[src/apu_pkg.sv]
/*
 * Constants, field layouts and carrier types for the accumulator pointer
 * unit: register indices, control field positions, wrap codes and masks.
 * Assumes a 32-bit classic Wishbone register bus and a core that pulses
 * one-cycle step requests on the same clock.
 */
package apu_pkg;

    // ************************************************************
    // Register map (indices; byte address is four times the index)
    // ************************************************************
    localparam int APU_ADR_W = 8;
    localparam logic [5:0] APU_IDX_POINTER = 6'h00;  // accumulator_pointer
    localparam logic [5:0] APU_IDX_CONTROL = 6'h01;  // pointer_control

    // ************************************************************
    // Field positions and reset values
    // ************************************************************
    localparam int APU_PTR_W = 4;
    localparam int APU_CTL_WRAP_LSB = 0;
    localparam int APU_CTL_DIR_BIT = 6;
    localparam int APU_CTL_CLR_BIT = 7;
    localparam logic [3:0] APU_PTR_RST = 4'h0;
    localparam logic [2:0] APU_WRAP_RST = 3'h0;
    localparam logic APU_DIR_RST = 1'b0;
    localparam logic [31:0] APU_RDATA_RST = 32'h0000_0000;
    localparam int APU_NUM_ACC_DEF = 16;

    // ************************************************************
    // Wrap size codes and the pointer bits each one lets move
    // ************************************************************
    localparam logic [2:0] APU_WRAP_OFF = 3'h0;
    localparam logic [2:0] APU_WRAP_2 = 3'h1;
    localparam logic [2:0] APU_WRAP_4 = 3'h2;
    localparam logic [2:0] APU_WRAP_8 = 3'h3;
    localparam logic [2:0] APU_WRAP_16 = 3'h4;
    localparam logic [3:0] APU_MASK_OFF = 4'h0;
    localparam logic [3:0] APU_MASK_2 = 4'h1;
    localparam logic [3:0] APU_MASK_4 = 4'h3;
    localparam logic [3:0] APU_MASK_8 = 4'h7;
    localparam logic [3:0] APU_MASK_16 = 4'hF;

    // ************************************************************
    // Carrier types
    // ************************************************************
    // Wishbone request from the master
    typedef struct packed {
        logic cyc;
        logic stb;
        logic we;
        logic [APU_ADR_W-1:0] adr;
        logic [3:0] sel;
        logic [31:0] dat;
    } apu_wb_req_t;

    // Whole state of the unit
    typedef struct packed {
        logic [APU_PTR_W-1:0] ptr;
        logic [2:0] wrap;
        logic dir;
        logic ack;
        logic [31:0] rdata;
    } apu_state_t;

    localparam apu_state_t APU_STATE_RST = '{
        ptr: APU_PTR_RST,
        wrap: APU_WRAP_RST,
        dir: APU_DIR_RST,
        ack: 1'b0,
        rdata: APU_RDATA_RST
    };

endpackage

[src/apu_top.sv]
/*
 * Accumulator pointer unit: the active accumulator select register and
 * its step control register, reached over classic Wishbone, stepping the
 * pointer after each arithmetic or logical operation of the core.
 * Assumes step request inputs are one-cycle pulses on the same clock and
 * a Wishbone master that holds its request until it sees ack.
 */
// Local design decision: the Wishbone register port.
`timescale 1ns/10ps

module apu_top
    import apu_pkg::*;
#(
    parameter int NUM_ACC = APU_NUM_ACC_DEF
) (
    input wire logic clock,
    input wire logic reset_n,
    input wire apu_wb_req_t wb_req,
    output logic wb_ack_o,
    output logic [31:0] wb_dat_o,
    input wire logic op_done,
    input wire logic move_to_ptr,
    output logic [APU_PTR_W-1:0] active_acc
);

    // ************************************************************
    // State and decode
    // ************************************************************
    apu_state_t state_r;
    apu_state_t state_nxt;
    logic [APU_PTR_W-1:0] ptr_stepped;
    logic bus_new;
    logic bus_wr;
    logic hit_ptr;
    logic hit_ctl;
    logic step_due;
    logic clear_req;
    logic [7:0] wr_byte;
    logic [3:0] held_mask;
    logic [2:0] wrap_held_mask;

    // A new bus request is one that has not been answered yet
    assign bus_new = wb_req.cyc && wb_req.stb && !state_r.ack;
    assign bus_wr = bus_new && wb_req.we && wb_req.sel[0];
    assign hit_ptr = wb_req.adr[APU_ADR_W-1:2] == APU_IDX_POINTER;
    assign hit_ctl = wb_req.adr[APU_ADR_W-1:2] == APU_IDX_CONTROL;
    assign wr_byte = wb_req.dat[7:0];

    // An operation or a move into the pointer both ask for a step
    assign step_due = op_done || move_to_ptr;
    assign clear_req = bus_wr && hit_ctl && wr_byte[APU_CTL_CLR_BIT];

    // Bits that an eight-accumulator build ties to zero
    assign held_mask = (NUM_ACC == 8) ? 4'h7 : 4'hF;
    assign wrap_held_mask = (NUM_ACC == 8) ? 3'h3 : 3'h7;

    // ************************************************************
    // Step arithmetic
    // ************************************************************
    apu_stepper #(
        .NUM_ACC(NUM_ACC)
    ) u_stepper (
        .ptr(state_r.ptr),
        .wrap(state_r.wrap),
        .dir(state_r.dir),
        .ptr_stepped(ptr_stepped)
    );

    // ************************************************************
    // Next state
    // ************************************************************
    // Pointer priority: clear, then bus write, then automatic step
    always_comb begin
        state_nxt = state_r;
        // One-cycle ack for every new request, mapped or not
        state_nxt.ack = bus_new;
        state_nxt.rdata = APU_RDATA_RST;
        if (bus_new && !wb_req.we) begin
            if (hit_ptr) begin
                // Upper four bits and bus bits above read zero
                state_nxt.rdata[APU_PTR_W-1:0] = state_r.ptr;
            end else if (hit_ctl) begin
                // Clear bit reads zero, bits 3 to 5 read zero
                state_nxt.rdata[2:0] = state_r.wrap;
                state_nxt.rdata[APU_CTL_DIR_BIT] = state_r.dir;
            end
        end
        // Automatic step only when a wrap size is selected
        if (step_due && state_r.wrap != APU_WRAP_OFF) begin
            state_nxt.ptr = ptr_stepped;
        end
        if (bus_wr && hit_ptr) begin
            // Only the selection bits are stored
            state_nxt.ptr = wr_byte[APU_PTR_W-1:0] & held_mask;
        end
        if (bus_wr && hit_ctl) begin
            state_nxt.wrap = wr_byte[2:0] & wrap_held_mask;
            state_nxt.dir = wr_byte[APU_CTL_DIR_BIT];
        end
        if (clear_req) begin
            // The clear is never stored, so it reads back as zero
            state_nxt.ptr = APU_PTR_RST;
        end
        state_nxt.ptr = state_nxt.ptr & held_mask;
    end

    // ************************************************************
    // State register
    // ************************************************************
    // Synchronous reset clears both registers
    always_ff @(posedge clock) begin
        if (!reset_n) begin
            state_r <= APU_STATE_RST;
        end else begin
            state_r <= state_nxt;
        end
    end

    // ************************************************************
    // Outputs
    // ************************************************************
    // All straight from the state register
    assign wb_ack_o = state_r.ack;
    assign wb_dat_o = state_r.rdata;
    assign active_acc = state_r.ptr;

    // ************************************************************
    // Checks
    // ************************************************************
    // Helper: a read request of each register, answered in the next cycle
    logic rd_ptr_req;
    logic rd_ctl_req;
    logic step_free;

    // Reads are checked against the state seen when they were taken
    assign rd_ptr_req = bus_new && !wb_req.we && hit_ptr;
    assign rd_ctl_req = bus_new && !wb_req.we && hit_ctl;
    // A step with no bus write to either register in the same cycle
    assign step_free = step_due && !(bus_wr && (hit_ptr || hit_ctl));
endmodule // apu_top

[src/apu_stepper.sv]
/*
 * Next-value logic for one automatic pointer step: moves only the bits
 * inside the selected wrap size, up or down, wrapping at the ends.
 * Assumes the caller decides when a step is due and registers the result.
 */
`timescale 1ns/10ps

module apu_stepper
    import apu_pkg::*;
#(
    parameter int NUM_ACC = APU_NUM_ACC_DEF
) (
    input wire logic [APU_PTR_W-1:0] ptr,
    input wire logic [2:0] wrap,
    input wire logic dir,
    output logic [APU_PTR_W-1:0] ptr_stepped
);

    logic [3:0] mask;
    logic [3:0] moved;

    // ************************************************************
    // Wrap mask and stepped value
    // ************************************************************
    // Code to mask; any code with the top bit set means sixteen on the 16-accumulator build, else only the low two bits are decoded
    always_comb begin
        mask = APU_MASK_OFF;
        if (wrap[2] && NUM_ACC == 16) begin
            mask = APU_MASK_16;
        end else begin
            unique case (wrap[1:0])
                APU_WRAP_OFF[1:0]: mask = APU_MASK_OFF;
                APU_WRAP_2[1:0]: mask = APU_MASK_2;
                APU_WRAP_4[1:0]: mask = APU_MASK_4;
                APU_WRAP_8[1:0]: mask = APU_MASK_8;
            endcase
        end
        // Up or down by one, truncated to the pointer width
        moved = dir ? 4'(ptr - 4'h1) : 4'(ptr + 4'h1);
        // Bits outside the wrap size keep their value
        ptr_stepped = (ptr & ~mask) | (moved & mask);
    end

endmodule // apu_stepper

[config.mk]
export PLATFORM = sky130hd
export DESIGN_NAME = apu_top
export DESIGN_NICKNAME = d
export VERILOG_FILES = /design/src/apu_pkg.sv /design/src/apu_top.sv /design/src/apu_stepper.sv
export SDC_FILE = /design/constraint.sdc
export NUM_CORES = 1
export LEC_CHECK = 0
export BUFFER_PORTS_ARGS = -buffer_cell sky130_fd_sc_hd__buf_2
export CORE_MARGIN = 5
export CORE_UTILIZATION = 38
export CTS_CLUSTER_SIZE = 25
export DETAILED_ROUTE_END_ITERATION = 7
export GPL_TIMING_DRIVEN = 0
export PLACE_DENSITY = 0.8
export SLEW_MARGIN = 20
export SYNTH_ARGS = -nofsm -noshare
export SYNTH_HDL_FRONTEND = slang
export SYNTH_SLANG_ARGS = --single-unit
[constraint.sdc]
create_clock -name clock -period 2.3 [get_ports clock]
set_input_delay 0.46 -clock clock [delete_from_list [all_inputs] [get_ports clock]]
set_output_delay 0.46 -clock clock [all_outputs]
set_load 0.05 [all_outputs]
Word level (Yosys, flattened, before mapping)
Index checks and enable logic that the tools add are counted.
{"block": "word_totals", "reg_bits": 41, "in_bits": 51, "output_inout_bits": 37, "elab_cells": 48}
{"block": "op_classes", "add_sub_neg": 2, "n_eq_ne": 4, "mux": 7, "n_bitwise": 7, "n_reduce_logical": 20}
{"operator": "4-bit 2-to-1 mux", "n": 4}
{"operator": "4-bit case mux with 4 select lines", "n": 1}
{"operator": "1-bit logical AND", "n": 9}
{"operator": "4-bit bitwise AND", "n": 2}
{"operator": "6-bit by 1-bit equality test with 1-bit output (second input constant)", "n": 1}
{"operator": "6-bit zero test", "n": 1}
{"operator": "3-bit 2-to-1 mux", "n": 2}
{"operator": "4-bit by 1-bit adder with 4-bit output (second input constant)", "n": 1}
{"operator": "2-bit equality test (second input constant)", "n": 2}
{"operator": "4-bit inverter", "n": 1}
{"operator": "4-bit bitwise OR", "n": 1}
{"operator": "4-bit OR reduction", "n": 1}
{"operator": "4-bit by 1-bit subtractor with 4-bit output (second input constant)", "n": 1}
{"operator": "1-bit inverter", "n": 3}
{"operator": "3-bit AND reduction", "n": 1}
{"operator": "3-bit nonzero test", "n": 1}
{"operator": "2-bit by 1-bit equality test with 1-bit output (second input constant)", "n": 1}
{"operator": "1-bit zero test", "n": 2}
{"operator": "2-bit zero test", "n": 1}
{"operator": "2-bit AND reduction", "n": 1}
{"operator": "2-bit nonzero test", "n": 1}
{"operator": "2-bit OR reduction", "n": 1}
{"operator": "1-bit logical OR", "n": 1}

Logic depth before layout (Yosys ltp)
Gate-level depths: netlist of the first run.
{"block": "depth", "ltp_word": 8, "depth_mapped": 6, "mapped_depth_nobuf": 5}

Modules after synthesis
Synthesis of the first run repeated with hierarchy kept, for this count alone.
{"block": "unflattened", "hier_cells": 122, "area_unflattened_um2": 1098.6}
{"mod": "apu_top", "n_inst": 1, "cells_each": 95, "area_each_um2": 895.9, "seq_area_each_um2": 280.3}
{"mod": "apu_stepper", "n_inst": 1, "cells_each": 27, "area_each_um2": 202.7, "seq_area_each_um2": 0.0}

Least setup slack after synthesis of the first run
OpenSTA, ideal clock, no wires.
{"block": "synth_path", "kind": "input -> register", "from": "input port wb_req[38] (netlist name)", "to": "register (tool-made name)", "setup_ns": 0.128, "arrival_ns": 1.772, "t_required_ns": 2.172, "path_slack_ns": 0.399, "path_stages": 5, "path_buffers": 1, "cell_sequence": "or4_4 -> or4_4 -> buf_6 -> o221ai_1 -> nor3_2"}
{"item": "start, declared", "line_no": "apu_top.sv:18", "text": "input wire apu_wb_req_t wb_req,"}

==> results of run 1 <==
[power groups by stage]
stage	clock [mW]	combinational, mW	sequential, mW
4_1_cts	0.179	0.173	0.244
3_3_place_gp	0	0.172	0.249
2_1_floorplan	0	0.147	0.252
3_5_place_dp	0	0.173	0.249
5_1_grt	0.197	0.184	0.244
6_report	0.176	0.174	0.244
[worst min-delay path: cells and delay by family]
family | cells | cell delay (ns)
simple gates | 1 | 0.05
compound gates | 1 | 0.05
buf+inv | 1 | 0.10
[synth_stat cells (3+ instances only)]
master | instances | area, um^2
buf_4 | 36 | 270.3
nor4_1 | 3 | 18.77
nand2_1 | 11 | 41.29
a21boi_1 | 4 | 30.03
dfxtp_1 | 14 | 280.3
nor2_1 | 10 | 37.54
inv_1 | 5 | 18.77
a22oi_1 | 3 | 22.52
[cell families (layout without fill, tap and decap cells)]
kind of cell	Yosys count	count (layout)	synth area share (%)
xor+xnor	2	2	1.689
flops	14	14	27.02
other cells	1	27	0.3615
fa+ha+maj	3	3	4.342
simple gates	37	37	20.39
mux	2	2	1.930
compound gates	18	18	13.75
buf+inv	44	77	30.52
[per-layer routing]
layer  routed length [um]  part of all wire (%)  vias up  global-route usage [%]
met5                    0                     0        -                       0
met4                   12                  0.60        0                   2.439
met3                  148                   7.4        2                   4.324
met2                 1061                    53       25                   18.13
met1                  784                    39      357                   10.95
li1                     -                     -      467                       -
[path summary, 6_finish.rpt]
kind	from	slack (ns)	cells past startpoint	end
worst max register to register	state_r[33]	0.64	5	flip-flop
worst min register to register	state_r[34]	0.51	2	state_r[34]
worst max-delay path	wb_req[39]	0.54	6	flip-flop
worst min-delay path	wb_req[6]	0.41	3	state_r[33]
[final cells by class]
class,instances,area (um^2),area share (%)
multi-input cells,89,538.0,39.70
clock buffers,4,36.28,2.678
flip-flops and latches,14,280.3,20.68
repair buffers,29,145.1,10.71
plain buffers,39,297.8,21.98
well taps,31,38.79,2.862
inverters,5,18.77,1.385
[stage by stage]
step / std cells / area, um^2
2_1_floorplan: 147 / 1135
3_3_place_gp: 207 / 1319
6_report: 211 / 1355
5_1_grt: 211 / 1355
3_5_place_dp: 207 / 1319
4_1_cts: 211 / 1355
==> flow_summary.json, run 1 <==
{
  "end_kind": "flip-flop",
  "setup_violations": 0,
  "cts-root-buf": "clkbuf_4",
  "postCtsResizedCells": 0,
  "num_rows": 19,
  "grt_antenna_before_repair": 0,
  "htreeDepth": 1,
  "p_switching_uw": 202.8,
  "diodes": 0,
  "crit_top_cell": "buf_2",
  "area_delta_synth_final_pct": 30.64,
  "drt_pre_antenna_iters": 4,
  "globalplace.congestion": 0.8157,
  "synthCells": 121,
  "cp_max_fo": 6,
  "drt_wl_total_um": 2006,
  "cts_buffers": 3,
  "cellLeakagePower_nw": 0.7073,
  "cp_top_family": "simple AND/OR/NAND/NOR gates",
  "netlist_area_mm2": 0.001037,
  "grt_max_degree": 9,
  "grt_pass1_wl_um": 3374,
  "hold_viol": 0,
  "critical_path_class": "in -> reg",
  "grtUsageTotal_pct": 10.18,
  "skew_ns": 0.004424,
  "ys_types": 34,
  "final_cell_mix": "36 x buf_4, 30 x buf_2, 27 x conb_1",
  "die_w_um": 62.25,
  "worst_ep_arrival_time_ns": 1.93,
  "synth_edf_count": 0,
  "worstPathRequired_ns": 2.47,
  "hold_ws_ns": 0.4134,
  "drt_iter0_drc": 14,
  "max_freq_mhz": 567.8,
  "grt_pass1_vias": 828,
  "ir_worst_vdd_mv": 0.3787,
  "max_slew_margin_pct": 56.17,
  "sw_frac_of_total_pct": 34.13,
  "final_util_pct": 50.44,
  "die_area_mm2": 0.003874,
  "vias": 851,
  "initial_utilization_pct": 38.61,
  "ctsHoldBuffers": 0,
  "timing.final.ws_setup_ns": 0.5388,
  "post_cts_buffers": 0,
  "grt_overflow": 0,
  "ys_seq_elements": 14,
  "ys_seq_area_share_pct": 27.02,
  "drc_errors": 0,
  "start_kind": "input pin",
  "drtAntennaViolNets": 0,
  "clkPwrFrac_pct": 29.6,
  "final_common_cell": "buf_4",
  "p_comb_share_pct": 29.3,
  "numClockSinks": 14,
  "hp-class": "in -> reg",
  "synthFlopType": "dfxtp_1",
  "slew_viol_final": 0,
  "finalCriticalPeriod_ns": 1.761,
  "rsz0062_at_grt": "false",
  "crit_path_cell_trace": "buf_2 > or4b_4 > or4_1 > buf_2 > o221ai_1 > nor3_2",
  "yosysWarnings": 0,
  "seqPwrFrac_pct": 41.0,
  "status": "completed",
  "critical_path.slowest_cell": "or4b_4",
  "cts_tree": "done",
  "coreArea_mm2": 0.002686,
  "async_flop_share_pct": 0,
  "place_ws_ns": 0.2369,
  "hpwl_um": 1759,
  "fin_crit_sh_pct": 76.57,
  "n_fill_cell": 274,
  "chipHeight_um": 62.25,
  "detail_route.wl_per_cell_um": 9.507,
  "clk_path_buf_depth": 2,
  "finalSetupTns_ns": 0,
  "avgViaCountPerCell": 4.033,
  "fin_total_pwr_uw": 594.1,
  "clk_latency_ns": 0.28,
  "p_int_uw": 391.3,
  "critPathBufInv": 2,
  "max_stage_delay_ns": 0.54,
  "tightest_slew_ns": 0.6514,
  "avgSynthCellArea_um2": 8.572,
  "clkTransAtPathRegs_ns": 0.09,
  "cap_violations": 0,
  "place.port_buffers": 29,
  "p_per_area_mw_per_mm2": 438.4,
  "drive_above_1_share_pct": 45.56,
  "boundaryPins": 88,
  "fin_nets": 235
}
(Power assumes the default switching activity.)
==> run 2, diff against run 1 <==
--- a/config.mk
+++ b/config.mk
@@ -7,11 +7,11 @@
 export LEC_CHECK = 0
 export BUFFER_PORTS_ARGS = -buffer_cell sky130_fd_sc_hd__buf_2
 export CORE_MARGIN = 5
-export CORE_UTILIZATION = 38
+export CORE_UTILIZATION = 34
 export CTS_CLUSTER_SIZE = 25
 export DETAILED_ROUTE_END_ITERATION = 7
 export GPL_TIMING_DRIVEN = 0
-export PLACE_DENSITY = 0.8
+export PLACE_DENSITY = 0.75
 export SLEW_MARGIN = 20
 export SYNTH_ARGS = -nofsm -noshare
 export SYNTH_HDL_FRONTEND = slang
==> constraint.sdc (replaced) <==
create_clock -name clock -period 1.54 [get_ports clock]
set_input_delay 0.308 -clock clock [delete_from_list [all_inputs] [get_ports clock]]
set_output_delay 0.308 -clock clock [all_outputs]
set_load 0.05 [all_outputs]
==> run 2 against run 1 <==
Compared with the run above:
- register-to-register slack lost 0.58 ns
- combinational power grew 55%
- cell count grew 0.47%
- clock power grew 51%
- flip-flop and latch count is the same
- critical path depth shrank 1
- count of clock-buffer cells in the layout is the same
- worst setup slack lost 0.53 ns
- clock skew shrank 0.0016 ns
- first-iteration DRC count shrank 29%
- critical path type unchanged
- largest cell class unchanged
==> flow_summary.json, run 2 (synthesis gave the netlist of run 1 again) <==
{
  "place.port_buffers": 29,
  "drive_above_1_share_pct": 52.51,
  "clk_path_buf_depth": 2,
  "drc_errors": 0,
  "hold_viol": 0,
  "grt_antenna_before_repair": 0,
  "timing.final.ws_setup_ns": 0.01207,
  "avgViaCountPerCell": 4.118,
  "die_w_um": 65.24,
  "coreArea_mm2": 0.002978,
  "boundaryPins": 88,
  "cp_max_fo": 7,
  "final_util_pct": 48.32,
  "grt_pass1_wl_um": 3574,
  "globalplace.congestion": 0.7746,
  "slew_viol_final": 0,
  "drt_pre_antenna_iters": 4,
  "clk_latency_ns": 0.28,
  "end_kind": "flip-flop",
  "setup_violations": 0,
  "fin_crit_sh_pct": 99.22,
  "num_rows": 20,
  "ctsHoldBuffers": 0,
  "diodes": 0,
  "cts-root-buf": "clkbuf_4",
  "hp-class": "in -> reg",
  "status": "completed",
  "max_slew_margin_pct": 67.06,
  "cellLeakagePower_nw": 0.7864,
  "detail_route.wl_per_cell_um": 10.26,
  "rsz0062_at_grt": "true",
  "worstPathRequired_ns": 1.76,
  "finalCriticalPeriod_ns": 1.528,
  "htreeDepth": 1,
  "clkTransAtPathRegs_ns": 0.09,
  "p_per_area_mw_per_mm2": 623.2,
  "post-place-cells": 209,
  "hpwl_um": 1791,
  "cts_tree": "done",
  "fin_nets": 234,
  "start_kind": "input pin",
  "place_ws_ns": -0.3718,
  "critical_path_class": "in -> reg",
  "grt_max_degree": 9,
  "die_area_mm2": 0.004256,
  "skew_ns": 0.002811,
  "initial_utilization_pct": 34.83,
  "drt_wl_total_um": 2175,
  "cap_violations": 0,
  "max_freq_mhz": 654.5,
  "fin_cells": 212,
  "cts_buffers": 3,
  "finalSetupTns_ns": 0,
  "drt_iter0_drc": 10,
  "area_delta_synth_final_pct": 38.72,
  "chipHeight_um": 65.24,
  "final_common_cell": "buf_4",
  "grt_overflow": 0,
  "vias": 873,
  "tightest_slew_ns": 0.4890,
  "ir_worst_vdd_mv": 0.3295,
  "final_area_mm2": 0.001439,
  "grt_pass1_vias": 844,
  "grtUsageTotal_pct": 10.65,
  "drtAntennaViolNets": 0,
  "hold_ws_ns": 0.2513,
  "final_cell_mix": "37 x buf_4, 28 x buf_2, 27 x conb_1",
  "fin_total_pwr_uw": 896.7,
  "worst_ep_arrival_time_ns": 1.74,
  "dpl_cell_area_mm2": 0.001329,
  "numClockSinks": 14
}
[run 2: path summary, 6_finish.rpt]
check,startpoint,end,slack (ns),depth (start not counted)
min,wb_req[6],state_r[33],0.25,3
max,wb_req[38],flip-flop,0.01,5
min reg2reg,state_r[34],state_r[34],0.51,2
max reg2reg,state_r[33],flip-flop,0.06,5
[run 2: critical path, stage by stage]
cell	delay (ns)
buf_2	0.10
or4_4	0.54
or4_4	0.50
o211a_1	0.15
nor3_2	0.14
[run 2: area by class of cell]
| class | count | area [um^2] |
|---|---|---|
| flip-flops and latches | 14 | 289.0 |
| fillers | 303 | 1539 |
| well taps | 33 | 41.29 |
| inverters | 5 | 18.77 |
| clock buffers | 4 | 36.28 |
| plain buffers | 37 | 281.5 |
| multi-input cells | 89 | 613.1 |
| repair buffers | 30 | 158.9 |
[run 2: report_power, final]
part           internal, mW  switching, mW
clock                 0.144          0.121
combinational        0.0825          0.187
sequential            0.361        0.00105
total                 0.588          0.309
[run 2: what timing repair did]
action / CTS / global route
resized for setup: 11 / 7
pin swaps: 2 / 1
buffers inserted: 0 / 1
gates cloned: 0 / 0
endpoints found under the setup margin: 5 / 7
[run 2: layer usage]
layer  GRT usage [%]  routed length (um)
met1           12.77                 926
met2           17.57                1097
met3           4.615                 142
met4           2.332                   8
met5               0                   0
==> run 3, diff against run 2 <==
--- a/config.mk
+++ b/config.mk
@@ -6,12 +6,14 @@
 export NUM_CORES = 1
 export LEC_CHECK = 0
 export BUFFER_PORTS_ARGS = -buffer_cell sky130_fd_sc_hd__buf_2
+export CELL_PAD_IN_SITES_DETAIL_PLACEMENT = 1
+export CELL_PAD_IN_SITES_GLOBAL_PLACEMENT = 1
 export CORE_MARGIN = 5
-export CORE_UTILIZATION = 34
+export CORE_UTILIZATION = 23
 export CTS_CLUSTER_SIZE = 25
 export DETAILED_ROUTE_END_ITERATION = 7
 export GPL_TIMING_DRIVEN = 0
-export PLACE_DENSITY = 0.75
+export PLACE_DENSITY_LB_ADDON = 0.1
 export SLEW_MARGIN = 20
 export SYNTH_ARGS = -nofsm -noshare
 export SYNTH_HDL_FRONTEND = slang
==> run 3 against run 2 <==
Compared with the run above:
- clock power increased by 35%
- critical path depth unchanged
- the run now ends with setup timing left
- hold slack improved by 0.047 ns
- power increased by 12%
- largest power group unchanged
- global-route usage decreased by 1.8 points
- sequential share of layout area decreased by 1.0 points
- final area increased by 3.7%
- die area increased by 40%
- flip-flop and latch count unchanged
==> flow_summary.json, run 3 (synthesis gave the netlist of run 1 again) <==
{
  "status": "finished with violations",
  "violations": "setup timing",
  "grt_overflow": 0,
  "hold_viol": 0,
  "setup_violations": 2,
  "finalCriticalPeriod_ns": 1.564,
  "area_delta_synth_final_pct": 43.79,
  "ctsHoldBuffers": 0,
  "grtUsageTotal_pct": 8.850,
  "skew_ns": 0.001791,
  "drc_errors": 0,
  "ff2ff_setup_slack_ns": 0.05,
  "grt_antenna_before_repair": 0,
  "max_freq_mhz": 639.6,
  "hpwl_um": 2383,
  "final_common_cell": "buf_4",
  "grt_pass1_vias": 1000,
  "ir_worst_vdd_mv": 0.3368,
  "end_kind": "flip-flop",
  "cap_violations": 0,
  "die_area_mm2": 0.005953,
  "initial_utilization_pct": 23.82,
  "hold_ws_ns": 0.2985,
  "place.port_buffers": 29,
  "p_switching_uw": 326.0,
  "detail_route.wl_per_cell_um": 11.73,
  "fin_nets": 234,
  "start_kind": "input pin",
  "diodes": 0,
  "clk_path_buf_depth": 2,
  "drive_above_1_share_pct": 50.28,
  "numClockSinks": 14,
  "drt_iter0_drc": 33,
  "cellLeakagePower_nw": 0.8011,
  "boundaryPins": 88,
  "sw_frac_of_total_pct": 32.56,
  "timing.final.ws_setup_ns": -0.02353,
  "slew_viol_final": 0,
  "clkPwrFrac_pct": 35.8,
  "max_slew_margin_pct": 66.05,
  "fin_cells": 231,
  "grt_max_degree": 9,
  "globalplace.congestion": 0.7531,
  "clkTransAtPathRegs_ns": 0.06,
  "cts-root-buf": "clkbuf_8",
  "chipHeight_um": 77.16,
  "die_w_um": 77.16,
  "rsz0062_at_grt": "true",
  "final_util_pct": 34.25,
  "seqPwrFrac_pct": 36.4,
  "fin_crit_sh_pct": 101.5,
  "p_per_area_mw_per_mm2": 671.3,
  "cp_max_fo": 7,
  "num_rows": 24,
  "p_comb_share_pct": 27.8,
  "final_cell_mix": "37 x buf_4, 27 x conb_1, 27 x buf_2",
  "post-place-cells": 228,
  "fin_total_pwr_mw": 1.001,
  "critical_path_class": "in -> reg",
  "worst_ep_arrival_time_ns": 1.69,
  "p_int_uw": 675.1,
  "vias": 942,
  "cts_tree": "done",
  "hp-class": "in -> reg",
  "clk_latency_ns": 0.24,
  "drt_wl_total_um": 2709,
  "worstPathRequired_ns": 1.66,
  "htreeDepth": 1,
  "tightest_slew_ns": 0.5040,
  "drtAntennaViolNets": 0,
  "coreArea_mm2": 0.004354,
  "avgViaCountPerCell": 4.078,
  "cts_buffers": 3,
  "grt_pass1_wl_um": 4381,
  "drt_pre_antenna_iters": 4
}
==> run 3: cell types whose count changed in the layout (fill, tap and decap cells not counted), moves of 2 or more <==
| cell | before | now |
|---|---|---|
| clkbuf_8 | 1 | 4 |
| dfxtp_1 | 9 | 11 |
| nor4_2 | 2 | 0 |
| clkbuf_4 | 3 | 0 |
==> run 3: worst paths after layout <==
path | depth (start not counted) | startpoint | to
hold reg to reg | 2 | state_r[34] | state_r[34]
setup / recovery | 5 | wb_req[38] | flip-flop
setup reg to reg | 5 | state_r[33] | flip-flop
hold / removal | 3 | wb_req[6] | state_r[33]
==> run 3: critical path, stage by stage <==
cell and delay (ns):
buf_6 0.09, or4_4 0.53, or4_4 0.51, o221ai_4 0.20, nor3_2 0.05
==> run 3: layer usage <==
| metal | up-vias | track usage (%) | part of all wire (%) |
|---|---|---|---|
| li1 | 467 | - | - |
| met1 | 437 | 8.708 | 37 |
| met2 | 34 | 16.75 | 54 |
| met3 | 4 | 2.810 | 7.8 |
| met4 | 0 | 3.608 | 0.92 |
| met5 | - | 0 | 0 |
==> run 3: power by group through the flow <==
stage	Combinational, mW	Sequential [mW]	Clock [mW]
2_1_floorplan	0.220	0.376	0
3_3_place_gp	0.260	0.372	0
3_5_place_dp	0.260	0.373	0
4_1_cts	0.270	0.365	0.369
5_1_grt	0.294	0.365	0.384
6_report	0.278	0.365	0.358
==> run 3: what timing repair did <==
| item | 4_1_cts | 5_1_grt |
|---|---|---|
| pin swaps | 1 | 1 |
| gates resized for setup | 10 | 6 |
| endpoints found under the setup margin | 8 | 8 |
| setup buffers | 1 | 0 |
==> run 3: cell type report <==
class / instances / area [um^2]
buffer: 37 / 281.5
clock buffer: 4 / 55.05
fill: 517 / 2863
inverter: 5 / 18.77
multi-input combinational: 89 / 621.8
sequential: 14 / 284.0
tap: 52 / 65.06
timing repair buffer: 30 / 165.2
==> run 3: stage by stage <==
stage | setup slack [ns] | setup TNS [ns] | cell area, um^2
2_1_floorplan | -0.1806 | -0.9607 | 1142
3_3_place_gp | -0.3996 | -2.918 | 1353
3_5_place_dp | -0.4244 | -3.254 | 1353
4_1_cts | -0.06754 | -0.2812 | 1469
5_1_grt | -0.05902 | -0.1782 | 1491
6_report | -0.02353 | -0.02511 | 1491
